$ cat config.mk
export PLATFORM = sky130hd
export DESIGN_NAME = pst_trip_logic
export DESIGN_NICKNAME = d
export VERILOG_FILES = /design/src/logic/pst_pkg.sv /design/src/logic/pst_trip_logic.sv
export SDC_FILE = /design/constraint.sdc
export NUM_CORES = 1
export LEC_CHECK = 0
export BUFFER_PORTS_ARGS = -buffer_cell sky130_fd_sc_hd__buf_2
export CORE_UTILIZATION = 55
export DETAILED_ROUTE_END_ITERATION = 8
export GPL_TIMING_DRIVEN = 0
export PLACE_DENSITY_LB_ADDON = 0.12
export SYNTH_ARGS = -nofsm -noshare
export SYNTH_HDL_FRONTEND = slang
export SYNTH_SLANG_ARGS = --single-unit
$ cat constraint.sdc
create_clock -name clk -period 2.9 [get_ports clk]
set_input_delay 0.435 -clock clk [delete_from_list [all_inputs] [get_ports clk]]
set_output_delay 0.435 -clock clk [all_outputs]
set_load 0.02 [all_outputs]
$ cat src/logic/pst_pkg.sv
// package: constants and types of the phase-selective trip logic
package pst_pkg;
  // ==========================================================
  // timing
  localparam int CLK_HZ = 10000000;
  localparam int MS_CYCLES = CLK_HZ / 1000;
  localparam logic [15:0] MIN_PULSE_MS_RST = 16'h0096;
  localparam logic [15:0] EVOLVE_MS_RST = 16'h03E8;
  localparam logic [15:0] SETTING_MS_MIN = 16'h0032;
  localparam logic [15:0] SETTING_MS_MAX = 16'hEA60;
  // ==========================================================
  // modes
  typedef enum logic [1:0] {
    PST_MODE_OFF = 2'h0,
    PST_MODE_3PH = 2'h1,
    PST_MODE_1PH3PH = 2'h2
  } pst_mode_t;
  // ==========================================================
  // carriers
  typedef struct packed {
    logic block;
    logic single_phase;
    logic three_phase;
    logic force_all;
    logic [2:0] select;
  } pst_req_t;
  typedef struct packed {
    logic [2:0] phase;
    logic general;
    logic all_phase;
  } pst_trip_t;
endpackage

$ cat src/logic/pst_trip_logic.sv
// module: phase-selective trip decision logic
// Functional notes
// (RULE1) modes off, three-phase only, single/three-phase; off at reset; mode is an input here and reset does not set it
// (RULE2) each trip held at least minimum pulse length, default 150 ms
// (RULE3) two faulted phases also trip the third phase
// (RULE4) force input turns any trip into a three-phase trip
// (RULE5) trip inside evolving-fault window after a trip goes three-phase
// (RULE6) blocking input holds all trip outputs inactive
// (RULE7) requester raises single-phase request for single-phase trips
// (RULE8) requester raises three-phase request for three-phase trips
// (RULE9) requester marks the concerned phases on the select inputs
// (RULE10) separate trip output per phase
// (RULE11) general trip whenever any trip is generated
// (RULE12) all-phase trip output when all three phases trip
// (RULE13) every change of phase and general outputs gives an on/off event
// (RULE14) mode off produces no trip at all
// (RULE15) three-phase mode trips all phases; combined mode keeps single phase
// (RULE16) timers counted on a millisecond tick from the clock
module pst_trip_logic (
  input wire logic clk,
  input wire logic rstn,
  input wire pst_pkg::pst_mode_t mode,
  input wire logic [15:0] min_pulse_ms,
  input wire logic [15:0] evolve_ms,
  input wire logic trip_block_in,
  input wire logic single_phase_request_in,
  input wire logic three_phase_request_in,
  input wire logic phase1_select_in,
  input wire logic phase2_select_in,
  input wire logic phase3_select_in,
  input wire logic force_all_phases_in,
  output logic phase1_trip_out,
  output logic phase2_trip_out,
  output logic phase3_trip_out,
  output logic general_trip_out,
  output logic all_phase_trip_out,
  output logic [3:0] event_valid,
  output logic [3:0] event_state
);
  import pst_pkg::*;

  // ==========================================================
  // input synchronisers
  pst_req_t s1_ff, s2_ff, nxt_s1;
  always_comb begin
    nxt_s1 = '{trip_block_in, single_phase_request_in, three_phase_request_in,
      force_all_phases_in, {phase3_select_in, phase2_select_in, phase1_select_in}};
  end
  always_ff @(posedge clk or negedge rstn) begin
    if (!rstn) begin
      s1_ff <= '0;
      s2_ff <= '0;
    end else begin
      s1_ff <= nxt_s1;
      s2_ff <= s1_ff;
    end
  end

  function automatic logic [15:0] clamp_ms(input logic [15:0] v);
    // out-of-range settings are clamped rather than trusted
    if (v < SETTING_MS_MIN) return SETTING_MS_MIN;
    if (v > SETTING_MS_MAX) return SETTING_MS_MAX;
    return v;
  endfunction

  // ==========================================================
  // millisecond tick
  logic [13:0] div_ff, nxt_div;
  logic tick;
  always_comb begin
    tick = (div_ff == 14'(MS_CYCLES - 1)); // see (RULE16)
    nxt_div = tick ? 14'h0000 : div_ff + 14'h0001;
  end

  // ==========================================================
  // decision
  logic [2:0] req_ph;
  logic req_any, req_all;
  // window state is read here, so it is declared ahead of the stretch section
  logic [15:0] pulse_ff, nxt_pulse, evo_ff, nxt_evo;
  logic req_prev_ff, nxt_req_prev;
  always_comb begin
    req_ph = 3'h0;
    req_any = 1'b0;
    req_all = 1'b0;
    if (mode != PST_MODE_OFF && !s2_ff.block) begin // see (RULE14) see (RULE6)
      req_any = s2_ff.three_phase || (s2_ff.single_phase && s2_ff.select != 3'h0);
      req_all = s2_ff.three_phase || mode == PST_MODE_3PH // see (RULE15)
        || s2_ff.force_all // see (RULE4)
        // only a fresh request escalates; a held one stays phase-selective
        || (evo_ff != 16'h0000 && !req_prev_ff) // see (RULE5)
        || (s2_ff.select[0] + s2_ff.select[1] + s2_ff.select[2] >= 2'h2); // see (RULE3)
      if (req_any) req_ph = req_all ? 3'h7 : s2_ff.select; // see (RULE15)
    end
  end

  // ==========================================================
  // pulse stretch and evolving window
  logic [2:0] hold_ph_ff, nxt_hold_ph;
  logic [2:0] out_ph;
  always_comb begin
    nxt_hold_ph = hold_ph_ff;
    nxt_pulse = pulse_ff;
    nxt_evo = evo_ff;
    nxt_req_prev = req_any;
    if (req_any) begin
      nxt_hold_ph = hold_ph_ff | req_ph; // see (RULE2)
      nxt_pulse = clamp_ms(min_pulse_ms);
      nxt_evo = clamp_ms(evolve_ms); // see (RULE5)
    end else begin
      if (tick && pulse_ff != 16'h0000) nxt_pulse = pulse_ff - 16'h0001;
      if (pulse_ff == 16'h0000) nxt_hold_ph = 3'h0;
      if (tick && evo_ff != 16'h0000) nxt_evo = evo_ff - 16'h0001;
    end
    if (mode == PST_MODE_OFF) begin // see (RULE1)
      nxt_hold_ph = 3'h0;
      nxt_pulse = 16'h0000;
      nxt_evo = 16'h0000;
    end
    // blocking masks the outputs; the stretch itself keeps running
    out_ph = (s2_ff.block || mode == PST_MODE_OFF) ? 3'h0 : nxt_hold_ph; // see (RULE6)
  end

  // ==========================================================
  // outputs and events
  pst_trip_t out_ff, nxt_out;
  always_comb begin
    nxt_out.phase = out_ph; // see (RULE10)
    nxt_out.general = out_ph != 3'h0; // see (RULE11)
    nxt_out.all_phase = out_ph == 3'h7; // see (RULE12)
  end
  logic [3:0] nxt_ev_valid, nxt_ev_state, ev_valid_ff, ev_state_ff;
  always_comb begin
    nxt_ev_state = {nxt_out.general, nxt_out.phase};
    nxt_ev_valid = nxt_ev_state ^ {out_ff.general, out_ff.phase}; // see (RULE13)
  end

  always_ff @(posedge clk or negedge rstn) begin
    if (!rstn) begin
      div_ff <= 14'h0000;
      hold_ph_ff <= 3'h0;
      pulse_ff <= 16'h0000;
      evo_ff <= 16'h0000;
      req_prev_ff <= 1'b0;
      out_ff <= '0;
      ev_valid_ff <= 4'h0;
      ev_state_ff <= 4'h0;
    end else begin
      div_ff <= nxt_div;
      hold_ph_ff <= nxt_hold_ph;
      pulse_ff <= nxt_pulse;
      evo_ff <= nxt_evo;
      req_prev_ff <= nxt_req_prev;
      out_ff <= nxt_out;
      ev_valid_ff <= nxt_ev_valid;
      ev_state_ff <= nxt_ev_state;
    end
  end

  assign phase1_trip_out = out_ff.phase[0];
  assign phase2_trip_out = out_ff.phase[1];
  assign phase3_trip_out = out_ff.phase[2];
  assign general_trip_out = out_ff.general;
  assign all_phase_trip_out = out_ff.all_phase;
  assign event_valid = ev_valid_ff;
  assign event_state = ev_state_ff;

  // ==========================================================
  // checks
  property p_block;
    @(posedge clk) disable iff (!rstn) s2_ff.block |=> !general_trip_out;
  endproperty
  a_block: assert property (p_block) else $error("trip while blocked"); // see (RULE6)
  property p_off;
    @(posedge clk) disable iff (!rstn) mode == PST_MODE_OFF |=> !general_trip_out;
  endproperty
  a_off: assert property (p_off) else $error("trip in off mode"); // see (RULE14)
  property p_gen;
    @(posedge clk) disable iff (!rstn)
      general_trip_out == (phase1_trip_out | phase2_trip_out | phase3_trip_out);
  endproperty
  a_gen: assert property (p_gen) else $error("general trip mismatch"); // see (RULE11)
  property p_all;
    @(posedge clk) disable iff (!rstn)
      all_phase_trip_out == (phase1_trip_out & phase2_trip_out & phase3_trip_out);
  endproperty
  a_all: assert property (p_all) else $error("all-phase mismatch"); // see (RULE12)
  property p_force;
    @(posedge clk) disable iff (!rstn)
      req_any && s2_ff.force_all |=> all_phase_trip_out;
  endproperty
  a_force: assert property (p_force) else $error("force not three-phase"); // see (RULE4)
  property p_two;
    @(posedge clk) disable iff (!rstn)
      req_any && s2_ff.select == 3'h3 |=> phase3_trip_out;
  endproperty
  a_two: assert property (p_two) else $error("third phase missing"); // see (RULE3)
  property p_3ph;
    @(posedge clk) disable iff (!rstn)
      req_any && mode == PST_MODE_3PH |=> all_phase_trip_out;
  endproperty
  a_3ph: assert property (p_3ph) else $error("three-phase mode not all"); // see (RULE15)
  property p_evolve;
    @(posedge clk) disable iff (!rstn)
      req_any && !req_prev_ff && evo_ff != 16'h0000 |=> all_phase_trip_out;
  endproperty
  a_evolve: assert property (p_evolve) else $error("evolving fault not three-phase"); // see (RULE5)
  property p_hold;
    @(posedge clk) disable iff (!rstn)
      $fell(req_any) && mode != PST_MODE_OFF && !s2_ff.block
      |=> general_trip_out
      ##1 (general_trip_out || $past(s2_ff.block) || $past(mode) == PST_MODE_OFF);
  endproperty
  a_hold: assert property (p_hold) else $error("pulse not held"); // see (RULE2)
  property p_event;
    @(posedge clk) disable iff (!rstn)
      $changed(general_trip_out) |-> event_valid[3] && event_state[3] == general_trip_out;
  endproperty
  a_event: assert property (p_event) else $error("event missing"); // see (RULE13)
  c_single: cover property (@(posedge clk) disable iff (!rstn)
    general_trip_out && !all_phase_trip_out);
  c_three: cover property (@(posedge clk) disable iff (!rstn) all_phase_trip_out);
  c_evolve: cover property (@(posedge clk) disable iff (!rstn)
    req_any && !req_prev_ff && evo_ff != 16'h0000 && !s2_ff.three_phase);
endmodule

==> flow_metrics.py, run 1 <==
metrics = {
    "synth": {
        "ys_types": 66,
        "synth_area_mm2": 0.00392,
        "synth-simple-area-share_pct": 25.5,
        "netlist_top_cells_area": "dfrtp_1 47%, nand2_1 5.2%, xnor2_1 4.0%",
        "seq_area_frac_synth_pct": 46.6,
        "synth.top_cell.area_share_pct": 46.6,
        "synth_flop_cell": "dfrtp_1",
        "ys_async_sr_fraction_pct": 100,
        "synth-xor-area-share_pct": 6.93,
        "synth-adder-area-share_pct": 1.60,
        "postSynthNetCount": 437,
        "yosys.area.top_type": "dfrtp_1",
        "muxShareOfSynthArea_pct": 0,
        "synth_compound_area_share_pct": 16.7,
        "syn_inst": 389,
        "synth_warnings": 0,
        "synth_area_per_cell_um2": 10.1,
        "ys_ff_latch": 73,
        "synth_edf_count": 0,
        "synth_top_family_by_area": "simple AND/OR/NAND/NOR gates",
    },
    "timing": {
        "worst_pin_slew_ps": 839,
        "rsz0062_at_grt": "no",
        "setup_ws_ps": 560,
        "slew_headroom_pct": 43.9,
        "setup_tns_ps": 0,
        "maxSlewViolCount": 0,
        "finClkSkew_ps": 13.4,
        "finalHoldViolCount": 0,
        "fmax_ghz": 0.427,
        "finalCritPeriodShare_pct": 80.7,
        "setup_violations": 0,
        "min_period_ps": 2340,
    },
    "drt": {
        "drtIter0Drc": 267,
        "vias_per_cell": 5.97,
        "dr.pass1.iters": 5,
        "routed_wl_mm": 9.25,
        "post-route-drc-count": 0,
        "wl_met1_mm": 4.31,
        "postRouteAntennaNets": 0,
        "met2_length_mm": 4.33,
        "wl_per_cell_um": 16.6,
        "num_vias": 3331,
        "top_layer": "met4",
        "wl_met3_um": 502,
    },
    "worst_setup_path": {
        "startpoint": "s2_ff[6]$_DFF_PN0_",
        "reg2reg_to": "evo_ff[5]$_DFFE_PN0P_",
        "path_class": "reg -> reg",
        "regToRegSetupSlack_ps": 560,
        "cp_num_buf_inv": 1,
        "cp_top_family": "compound AO/OA/AOI/OAI gates",
        "cp_cell_sequence": "o21bai_1, or3_4, clkinv_1, nand2_1, a21oi_1, nand2b_1, a32o_1",
        "worst-r2r-cell-count": 7,
        "cp_max_fo": 9,
        "startpoint_type": "flip-flop",
        "slowest_delay_ps": 470,
        "arrival_ps": 2590,
        "crit_cells": 7,
        "cp_slowest_cell": "a21oi_1",
        "cp-endpoint": "evo_ff[5]$_DFFE_PN0P_",
        "r2r-start": "s2_ff[6]$_DFF_PN0_",
        "critPathRequiredTime_ps": 3150,
        "end_kind": "flip-flop",
    },
    "power_and_ir_drop": {
        "p_per_area_mw_per_mm2": 577,
        "ir_drop_v": 0.000414,
        "leakage_nw": 1.96,
    },
    "place": {
        "place_congestion": 0.875,
        "dp_cells": 541,
        "dpl.hpwl_mm": 6.59,
        "post-place-ws_ps": 528,
        "dpl_cell_area_mm2": 0.00435,
        "port_buffers": 55,
    },
    "global_route": {
        "grt_remaining_overflow": 0,
        "grt_max_degree": 64,
        "grt_first_pass_wirelength_mm": 15.4,
        "antenna_found_initial": 0,
        "grt_pass1_vias": 3227,
        "grt_usage_pct": 26.8,
    },
    "floorplanning": {
        "start_util_pct": 57.4,
        "core_area_mm2": 0.00683,
        "io_pins": 56,
        "die_h_um": 86.4,
        "rows": 30,
        "die_w_um": 86.4,
        "die_area_mm2": 0.00747,
    },
    "layout": {
        "multiInputGateArea_mm2": 0.00199,
        "utilization_pct": 66.4,
        "n_antenna_cell": 0,
        "syn_to_final_growth_pct": 15.8,
        "nets": 505,
        "regArea_mm2": 0.00183,
        "drive_above_1_share_pct": 24.2,
        "postLayoutCellArea_mm2": 0.00454,
        "num-fill-cells": 571,
        "stdcell_count": 558,
    },
    "clock_network": {
        "post_cts_resized": 0,
        "clk_latency_ps": 360,
        "cts_root_buf": "clkbuf_8",
        "cts_tree": "yes",
        "clock_sinks": 73,
        "clkTransAtPathRegs_ps": 90,
        "numCtsBuffers": 9,
        "htreeDepth": 3,
        "cts_buffer_depth": 2,
        "hold_buffers": 1,
        "postCtsSetupRepairBufs": 0,
    },
    "status": {
        "status": "completed",
    },
    "min_path": {
        "min_path_cells": 1,
        "hp-class": "in -> reg",
    },
    "job": {
        "maxCapViolations": 0,
    },
}
-- Yosys cell counts, drive strengths merged, types with 7 or more instances --
cell and instances:
nand3 11, o21ai 18, or3 7, and3 7, and2 8, nand2 54, dfrtp 73, buf 10
xnor2 18, o22ai 7, o31ai 7, nor3 15, nor2 33, inv 8, a21oi 11, a32o 7
xor2 13, nor4 13
-- cell families after synthesis --
family | after synthesis
AO/OA/AOI/OAI | 85
AND/OR/NAND/NOR | 174
adder cells (fa/ha/maj) | 5
buffers and inverters | 21
flip-flops | 73
XOR/XNOR | 31
-- sequential cells by signal, indices dropped and copies added (netlist names) --
register and cells:
s1_ff 7, evo_ff 16, event_valid 4, req_prev_ff 1, div_ff 14, s2_ff 7
event_state 4, all_phase_trip_out 1, hold_ph_ff 3, pulse_ff 16
-- layout make-up --
type                       instances  share of cell area, %
buffer                            12                   1.54
clock buffer                       9                   2.73
clock inverter                     7                   1.30
inverter                           9                  0.744
multi-input combinational        295                   43.8
sequential                        73                   40.3
tap                               96                   2.65
timing repair buffer              57                   6.95
-- worst min path at each step --
stage | endpoint | from
after global placement | s2_ff[1]$_DFF_PN0_ | s1_ff[1]$_DFF_PN0_
after global routing | s1_ff[2]$_DFF_PN0_ | phase3_select_in
after detailed placement | evo_ff[4]$_DFFE_PN0P_ | rstn
final | s1_ff[5]$_DFF_PN0_ | single_phase_request_in
after floorplan | all_phase_trip_out$_DFF_PN0_ | rstn
after CTS | s1_ff[1]$_DFF_PN0_ | phase2_select_in
-- layer usage --
layer  vias up  track usage, %
met1      1651            38.0
met4         0            9.09
met3        10            4.10
li1       1564               -
met2       106            42.1
met5         -               0
-- worst register-to-register path: cells and delay by family (launching register included) --
kind / cells / cell delay, ps
DFF: 1 / 400
AOI/OAI and AO/OA: 3 / 900
and+or+nand+nor: 3 / 740
buffers and inverters: 1 / 200
-- power by group --
part	total, mW	internal (mW)	leakage (nW)	switching [mW]
combinational	0.605	0.263	0.948	0.343
clock	0.766	0.324	0.0872	0.441
sequential	1.25	1.12	0.923	0.122
total	2.62	1.71	1.96	0.906
-- stage by stage --
step	power [mW]	hold WS, ps
4_1_cts	2.62	183
2_1_floorplan	1.66	139
5_1_grt	2.75	184
3_3_place_gp	1.84	334
6_report	2.62	189
3_5_place_dp	1.86	295
-- layout by cell type, fill, tap and decap left out, drive strengths merged, types with 5 or more instances in the layout --
cell,Yosys,final
a22o,5,5
inv,8,12
a32o,7,7
o31ai,7,7
o22ai,7,7
buf,10,66
nand2,54,54
xnor2,18,18
nor2,33,33
and2,8,8
ha,5,5
clkbuf,2,11
nand4,6,6
a21oi,11,11
nor3,15,15
and3,7,7
xor2,13,13
o21ai,18,18
dfrtp,73,73
or3,7,7
nand3,11,11
nor4,13,13
(Power assumes the default switching activity.)
==> run 2, diff against run 1 <==
- clock period: 2.9 -> 2.3 ns (I/O delays scaled with it)
==> flow_metrics.py, run 2 (synthesized netlist as in run 1, its figures left out) <==
metrics = {
    "status": {
        "status": "completed",
    },
    "floorplanning": {
        "rows": 30,
        "die_h_um": 86.4,
        "core_area_mm2": 0.00683,
        "io_pins": 56,
        "die_area_mm2": 0.00747,
        "start_util_pct": 57.4,
        "die_w_um": 86.4,
    },
    "power_and_ir_drop": {
        "leakage_nw": 1.98,
        "p_per_area_mw_per_mm2": 723,
        "ir_drop_v": 0.000525,
    },
    "worst_setup_path": {
        "regToRegSetupSlack_ps": 100,
        "path_class": "reg -> reg",
        "r2r-start": "pulse_ff[0]$_DFFE_PN0P_",
        "critPathRequiredTime_ps": 2550,
        "startpoint_type": "flip-flop",
        "cp_max_fo": 4,
        "worst-r2r-cell-count": 8,
        "end_kind": "flip-flop",
        "reg2reg_to": "pulse_ff[10]$_DFFE_PN0P_",
        "arrival_ps": 2450,
    },
    "min_path": {
        "min_path_cells": 1,
        "hold_end": "s1_ff[5]$_DFF_PN0_",
        "hp-class": "in -> reg",
        "min-delay-start": "single_phase_request_in",
    },
    "global_route": {
        "grt_usage_pct": 26.8,
        "grt_first_pass_wirelength_mm": 15.4,
        "grt_pass1_vias": 3226,
        "antenna_found_initial": 0,
        "grt_remaining_overflow": 0,
        "grt_max_degree": 64,
    },
    "drt": {
        "routed_wl_mm": 9.23,
        "dr.pass1.iters": 4,
        "vias_per_cell": 5.93,
        "drtIter0Drc": 282,
        "post-route-drc-count": 0,
        "num_vias": 3319,
        "top_layer": "met4",
        "wl_met3_um": 585,
        "wl_per_cell_um": 16.5,
        "postRouteAntennaNets": 0,
        "wl_met1_mm": 4.19,
        "met2_length_mm": 4.34,
    },
    "clock_network": {
        "htreeDepth": 3,
        "clkTransAtPathRegs_ps": 90,
        "numCtsBuffers": 9,
        "cts_buffer_depth": 2,
        "cts_tree": "yes",
        "clock_sinks": 73,
        "clk_latency_ps": 360,
        "cts_root_buf": "clkbuf_8",
    },
    "timing": {
        "slew_headroom_pct": 44.9,
        "worst_pin_slew_ps": 824,
        "setup_violations": 0,
        "min_period_ps": 2200,
        "maxSlewViolCount": 0,
        "finalCritPeriodShare_pct": 95.5,
        "finalHoldViolCount": 0,
        "finClkSkew_ps": 14.7,
        "setup_tns_ps": 0,
        "rsz0062_at_grt": "no",
        "fin_hold_ws_ps": 101,
        "fmax_ghz": 0.455,
    },
    "place": {
        "dpl.hpwl_mm": 6.59,
        "dpl_cell_area_mm2": 0.00435,
        "dp_cells": 541,
        "place_congestion": 0.875,
        "port_buffers": 55,
    },
    "layout": {
        "postLayoutCellArea_mm2": 0.00461,
        "syn_to_final_growth_pct": 17.6,
        "drive_above_1_share_pct": 25.6,
        "stdcell_count": 560,
        "final_cell_mix": "73 x dfrtp_1, 59 x buf_2, 52 x nand2_1, 30 x nor2_1, 18 x xnor2_1",
        "final_common_cell": "dfrtp_1",
        "nets": 507,
        "reg_top3": "evo_ff (16), pulse_ff (16), div_ff (14)",
        "n_antenna_cell": 0,
    },
    "job": {
        "maxCapViolations": 0,
    },
}
==> run 2: cell types whose count changed in the layout (fill, tap and decap cells not counted), sizes merged <==
| cell | previous run | this run |
|---|---|---|
| buf | 66 | 68 |
==> run 2: metal layers <==
metal,up-vias,track usage (%)
li1,1566,-
met1,1623,38.0
met2,120,42.3
met3,10,4.10
met4,0,9.09
met5,-,0
==> run 2: how the worst max path moves through the flow <==
stage                             from                       end  slack, ps  cells after the start
2_1_floorplan  pulse_ff[0]$_DFFE_PN0P_  pulse_ff[10]$_DFFE_PN0P_        320                      8
3_3_place_gp        s2_ff[6]$_DFF_PN0_     evo_ff[5]$_DFFE_PN0P_         60                      7
3_5_place_dp        s2_ff[4]$_DFF_PN0_  pulse_ff[11]$_DFFE_PN0P_         20                      6
4_1_cts             s2_ff[6]$_DFF_PN0_     evo_ff[5]$_DFFE_PN0P_         10                      7
5_1_grt            div_ff[0]$_DFF_PN0_  pulse_ff[14]$_DFFE_PN0P_          3                      8
6_report       pulse_ff[0]$_DFFE_PN0P_  pulse_ff[10]$_DFFE_PN0P_        100                      8
==> run 2: final cells by class <==
| type | instances | area [um2] |
|---|---|---|
| Fill cell | 563 | 2220 |
| Buffer | 12 | 70.1 |
| Tap cell | 96 | 120 |
| Multi-Input combinational cell | 295 | 2040 |
| Sequential cell | 73 | 1830 |
| Clock buffer | 9 | 124 |
| Inverter | 9 | 33.8 |
| Timing Repair Buffer | 59 | 330 |
| Clock inverter | 7 | 58.8 |
==> run 2: per-stage QoR <==
step	total power [mW]	setup WS, ps	util (%)
final	3.33	104	67.5
after global routing	3.50	2.54	67.5
after CTS	3.30	10.3	66.5
after detailed placement	2.35	17.2	63.6
after global placement	2.32	56.4	63.2
after floorplan	2.10	322	-
==> run 2: power by group <==
part | switching (mW) | internal, mW
sequential | 0.167 | 1.42
combinational | 0.434 | 0.353
clock | 0.551 | 0.409
==> run 2: worst max-delay path: stages (launching register included) <==
cell and delay, ps:
dfrtp_1 440, inv_1 80, ha_1 190, nor3b_4 240, nand2_1 140, or4_1 440
xnor2_1 140, a22o_1 230, a22o_1 190
==> run 2: what timing repair did <==
action	in CTS	in global routing
hold buffers	1	0
resized for setup	1	10
buffers inserted	0	2
setup endpoints to repair	1	24
pin swaps	0	1
endpoints found under the hold margin	10	0
==> run 3, diff against run 2 <==
==> constraint.sdc (replaced) <==
create_clock -name clk -period 2.3 [get_ports clk]
set_input_delay 0 -clock clk [delete_from_list [all_inputs] [get_ports clk]]
set_output_delay 0 -clock clk [all_outputs]
set_load 0.02 [all_outputs]
==> flow_metrics.py, run 3 (synthesized netlist as in run 1, its figures left out) <==
metrics = {
    "layout": {
        "final_cell_mix": "72 x dfrtp_1, 59 x buf_2, 52 x nand2_1, 30 x nor2_1, 22 x dlygate4sd3_1",
        "final_common_cell": "dfrtp_1",
        "drive_above_1_share_pct": 24.7,
        "n_antenna_cell": 0,
        "nets": 528,
        "syn_to_final_growth_pct": 22.9,
        "utilization_pct": 70.5,
        "reg_top3": "evo_ff (16), pulse_ff (16), div_ff (14)",
    },
    "min_path": {
        "hp-class": "in -> reg",
        "min_path_cells": 3,
    },
    "worst_setup_path": {
        "cp_slowest_cell": "dfrtp_2",
        "path_class": "reg -> reg",
        "arrival_ps": 2450,
        "worst-r2r-cell-count": 8,
        "critPathRequiredTime_ps": 2550,
        "cp_common_cell": "a22o_1",
        "startpoint_type": "flip-flop",
        "end_kind": "flip-flop",
        "cp_cell_sequence": "inv_1, ha_1, nor3b_4, nand2_1, or4_1, xnor2_1, a22o_1, a22o_1",
        "slowest_delay_ps": 450,
        "cp_max_fo": 4,
    },
    "power_and_ir_drop": {
        "leakage_nw": 2.07,
        "p_comb_share_pct": 24.3,
        "p_switching_mw": 1.17,
        "internal_power_mw": 2.20,
        "p_clk_share_pct": 28.7,
        "ir_drop_v": 0.000537,
        "p_per_area_mw_per_mm2": 699,
        "sequentialPowerShare_pct": 47.1,
        "switching_share_pct": 34.6,
    },
    "place": {
        "place_congestion": 0.875,
        "port_buffers": 55,
        "dpl.hpwl_mm": 6.59,
    },
    "global_route": {
        "grt.met3_usage_pct": 4.10,
        "grt_usage_pct": 27.9,
        "antenna_found_initial": 0,
        "grt_remaining_overflow": 0,
        "grt_pass1_vias": 3401,
        "grt_first_pass_wirelength_mm": 16.0,
        "grt_max_degree": 64,
        "met1_usage_pct": 38.3,
        "use_met2_pct": 45.2,
        "top_usage_layer": "met2",
    },
    "drt": {
        "vias_per_cell": 5.92,
        "postRouteAntennaNets": 0,
        "wl_per_cell_um": 16.7,
        "dr.pass1.iters": 5,
        "routed_wl_mm": 9.69,
        "drtIter0Drc": 299,
        "num_vias": 3441,
        "post-route-drc-count": 0,
    },
    "timing": {
        "fmax_ghz": 0.456,
        "setup_tns_ps": 0,
        "finalCritPeriodShare_pct": 95.3,
        "maxSlewViolCount": 0,
        "fin_hold_ws_ps": 15.8,
        "worst_pin_slew_ps": 809,
        "setup_violations": 0,
        "min_period_ps": 2190,
        "finClkSkew_ps": 14.6,
        "finalHoldViolCount": 0,
        "rsz0062_at_grt": "no",
        "slew_headroom_pct": 45.9,
    },
    "clock_network": {
        "htreeDepth": 3,
        "clkTransAtPathRegs_ps": 90,
        "clock_sinks": 73,
        "cts_buffer_depth": 2,
        "numCtsBuffers": 9,
        "clk_latency_ps": 360,
        "cts_tree": "yes",
        "cts_root_buf": "clkbuf_8",
    },
    "floorplanning": {
        "rows": 30,
        "die_h_um": 86.4,
        "die_area_mm2": 0.00747,
        "die_w_um": 86.4,
        "core_area_mm2": 0.00683,
        "io_pins": 56,
        "start_util_pct": 57.4,
    },
    "status": {
        "status": "completed",
    },
    "job": {
        "maxCapViolations": 0,
    },
}
## run 3: cell types whose count changed in the layout (fill, tap and decap cells not counted)
cell	previous run	this run
dlygate4sd3_1	1	22
dfrtp_2	0	1
dfrtp_1	73	72
## run 3: metrics by stage
stage               total power, mW  setup WS (ps)  cells  instance area [um2]
floorplan                      2.10            322    389                 3920
global placement               2.32           56.4    540                 4320
detailed placement             2.35           17.2    541                 4350
CTS                            3.33           10.3    579                 4750
global route                   3.54           2.54    581                 4820
finish                         3.37            108    581                 4820
## run 3: path summary, 6_finish.rpt
path / end / slack [ps] / from
max: pulse_ff[10]$_DFFE_PN0P_ / 110 / pulse_ff[0]$_DFFE_PN0P_
max reg2reg: pulse_ff[10]$_DFFE_PN0P_ / 110 / pulse_ff[0]$_DFFE_PN0P_
min: evo_ff[4]$_DFFE_PN0P_ / 20 / evolve_ms[4]
max in group asynchronous: pulse_ff[4]$_DFFE_PN0P_ / 1700 / rstn
min reg2reg: s2_ff[2]$_DFF_PN0_ / 350 / s1_ff[2]$_DFF_PN0_
min in group asynchronous: evo_ff[4]$_DFFE_PN0P_ / 30 / rstn
## run 3: power groups by stage
stage	registers, mW	logic, mW	clock network, mW
2_1_floorplan	1.59	0.501	0
3_3_place_gp	1.59	0.727	0
3_5_place_dp	1.59	0.751	0
4_1_cts	1.57	0.788	0.970
5_1_grt	1.60	0.903	1.04
6_report	1.59	0.818	0.966
## run 3: metal layers
metal  vias up  routed length, um
met2       124               4680
met4         0                159
met5         -                  0
li1       1612                  -
met1      1688               4340
met3        17                507
## run 3: final cells by class
| class | instances | area, um2 |
|---|---|---|
| multi-input combinational | 295 | 2040 |
| fill | 536 | 2010 |
| sequential | 73 | 1830 |
| timing repair buffer | 80 | 541 |
| clock buffer | 9 | 124 |
| tap | 96 | 120 |
| buffer | 12 | 70.1 |
| clock inverter | 7 | 58.8 |
| inverter | 9 | 33.8 |
## run 3: worst max-delay path, delay by kind of cell, from the launching register on
kind | cells | cell delay [ps]
and+or+nand+nor | 3 | 820
xor gates and xnor gates | 1 | 140
adders and majority gates | 1 | 190
buffers and inverters | 1 | 70
AOI/OAI and AO/OA | 2 | 420
DFF | 1 | 450
## run 3: repair_timing
item	4_1_cts	5_1_grt
setup buffers	0	2
resized for setup	1	11
hold endpoints to repair	94	0
cloned	0	0
setup endpoints to repair	1	23
pin swaps	0	2
hold buffers	22	0
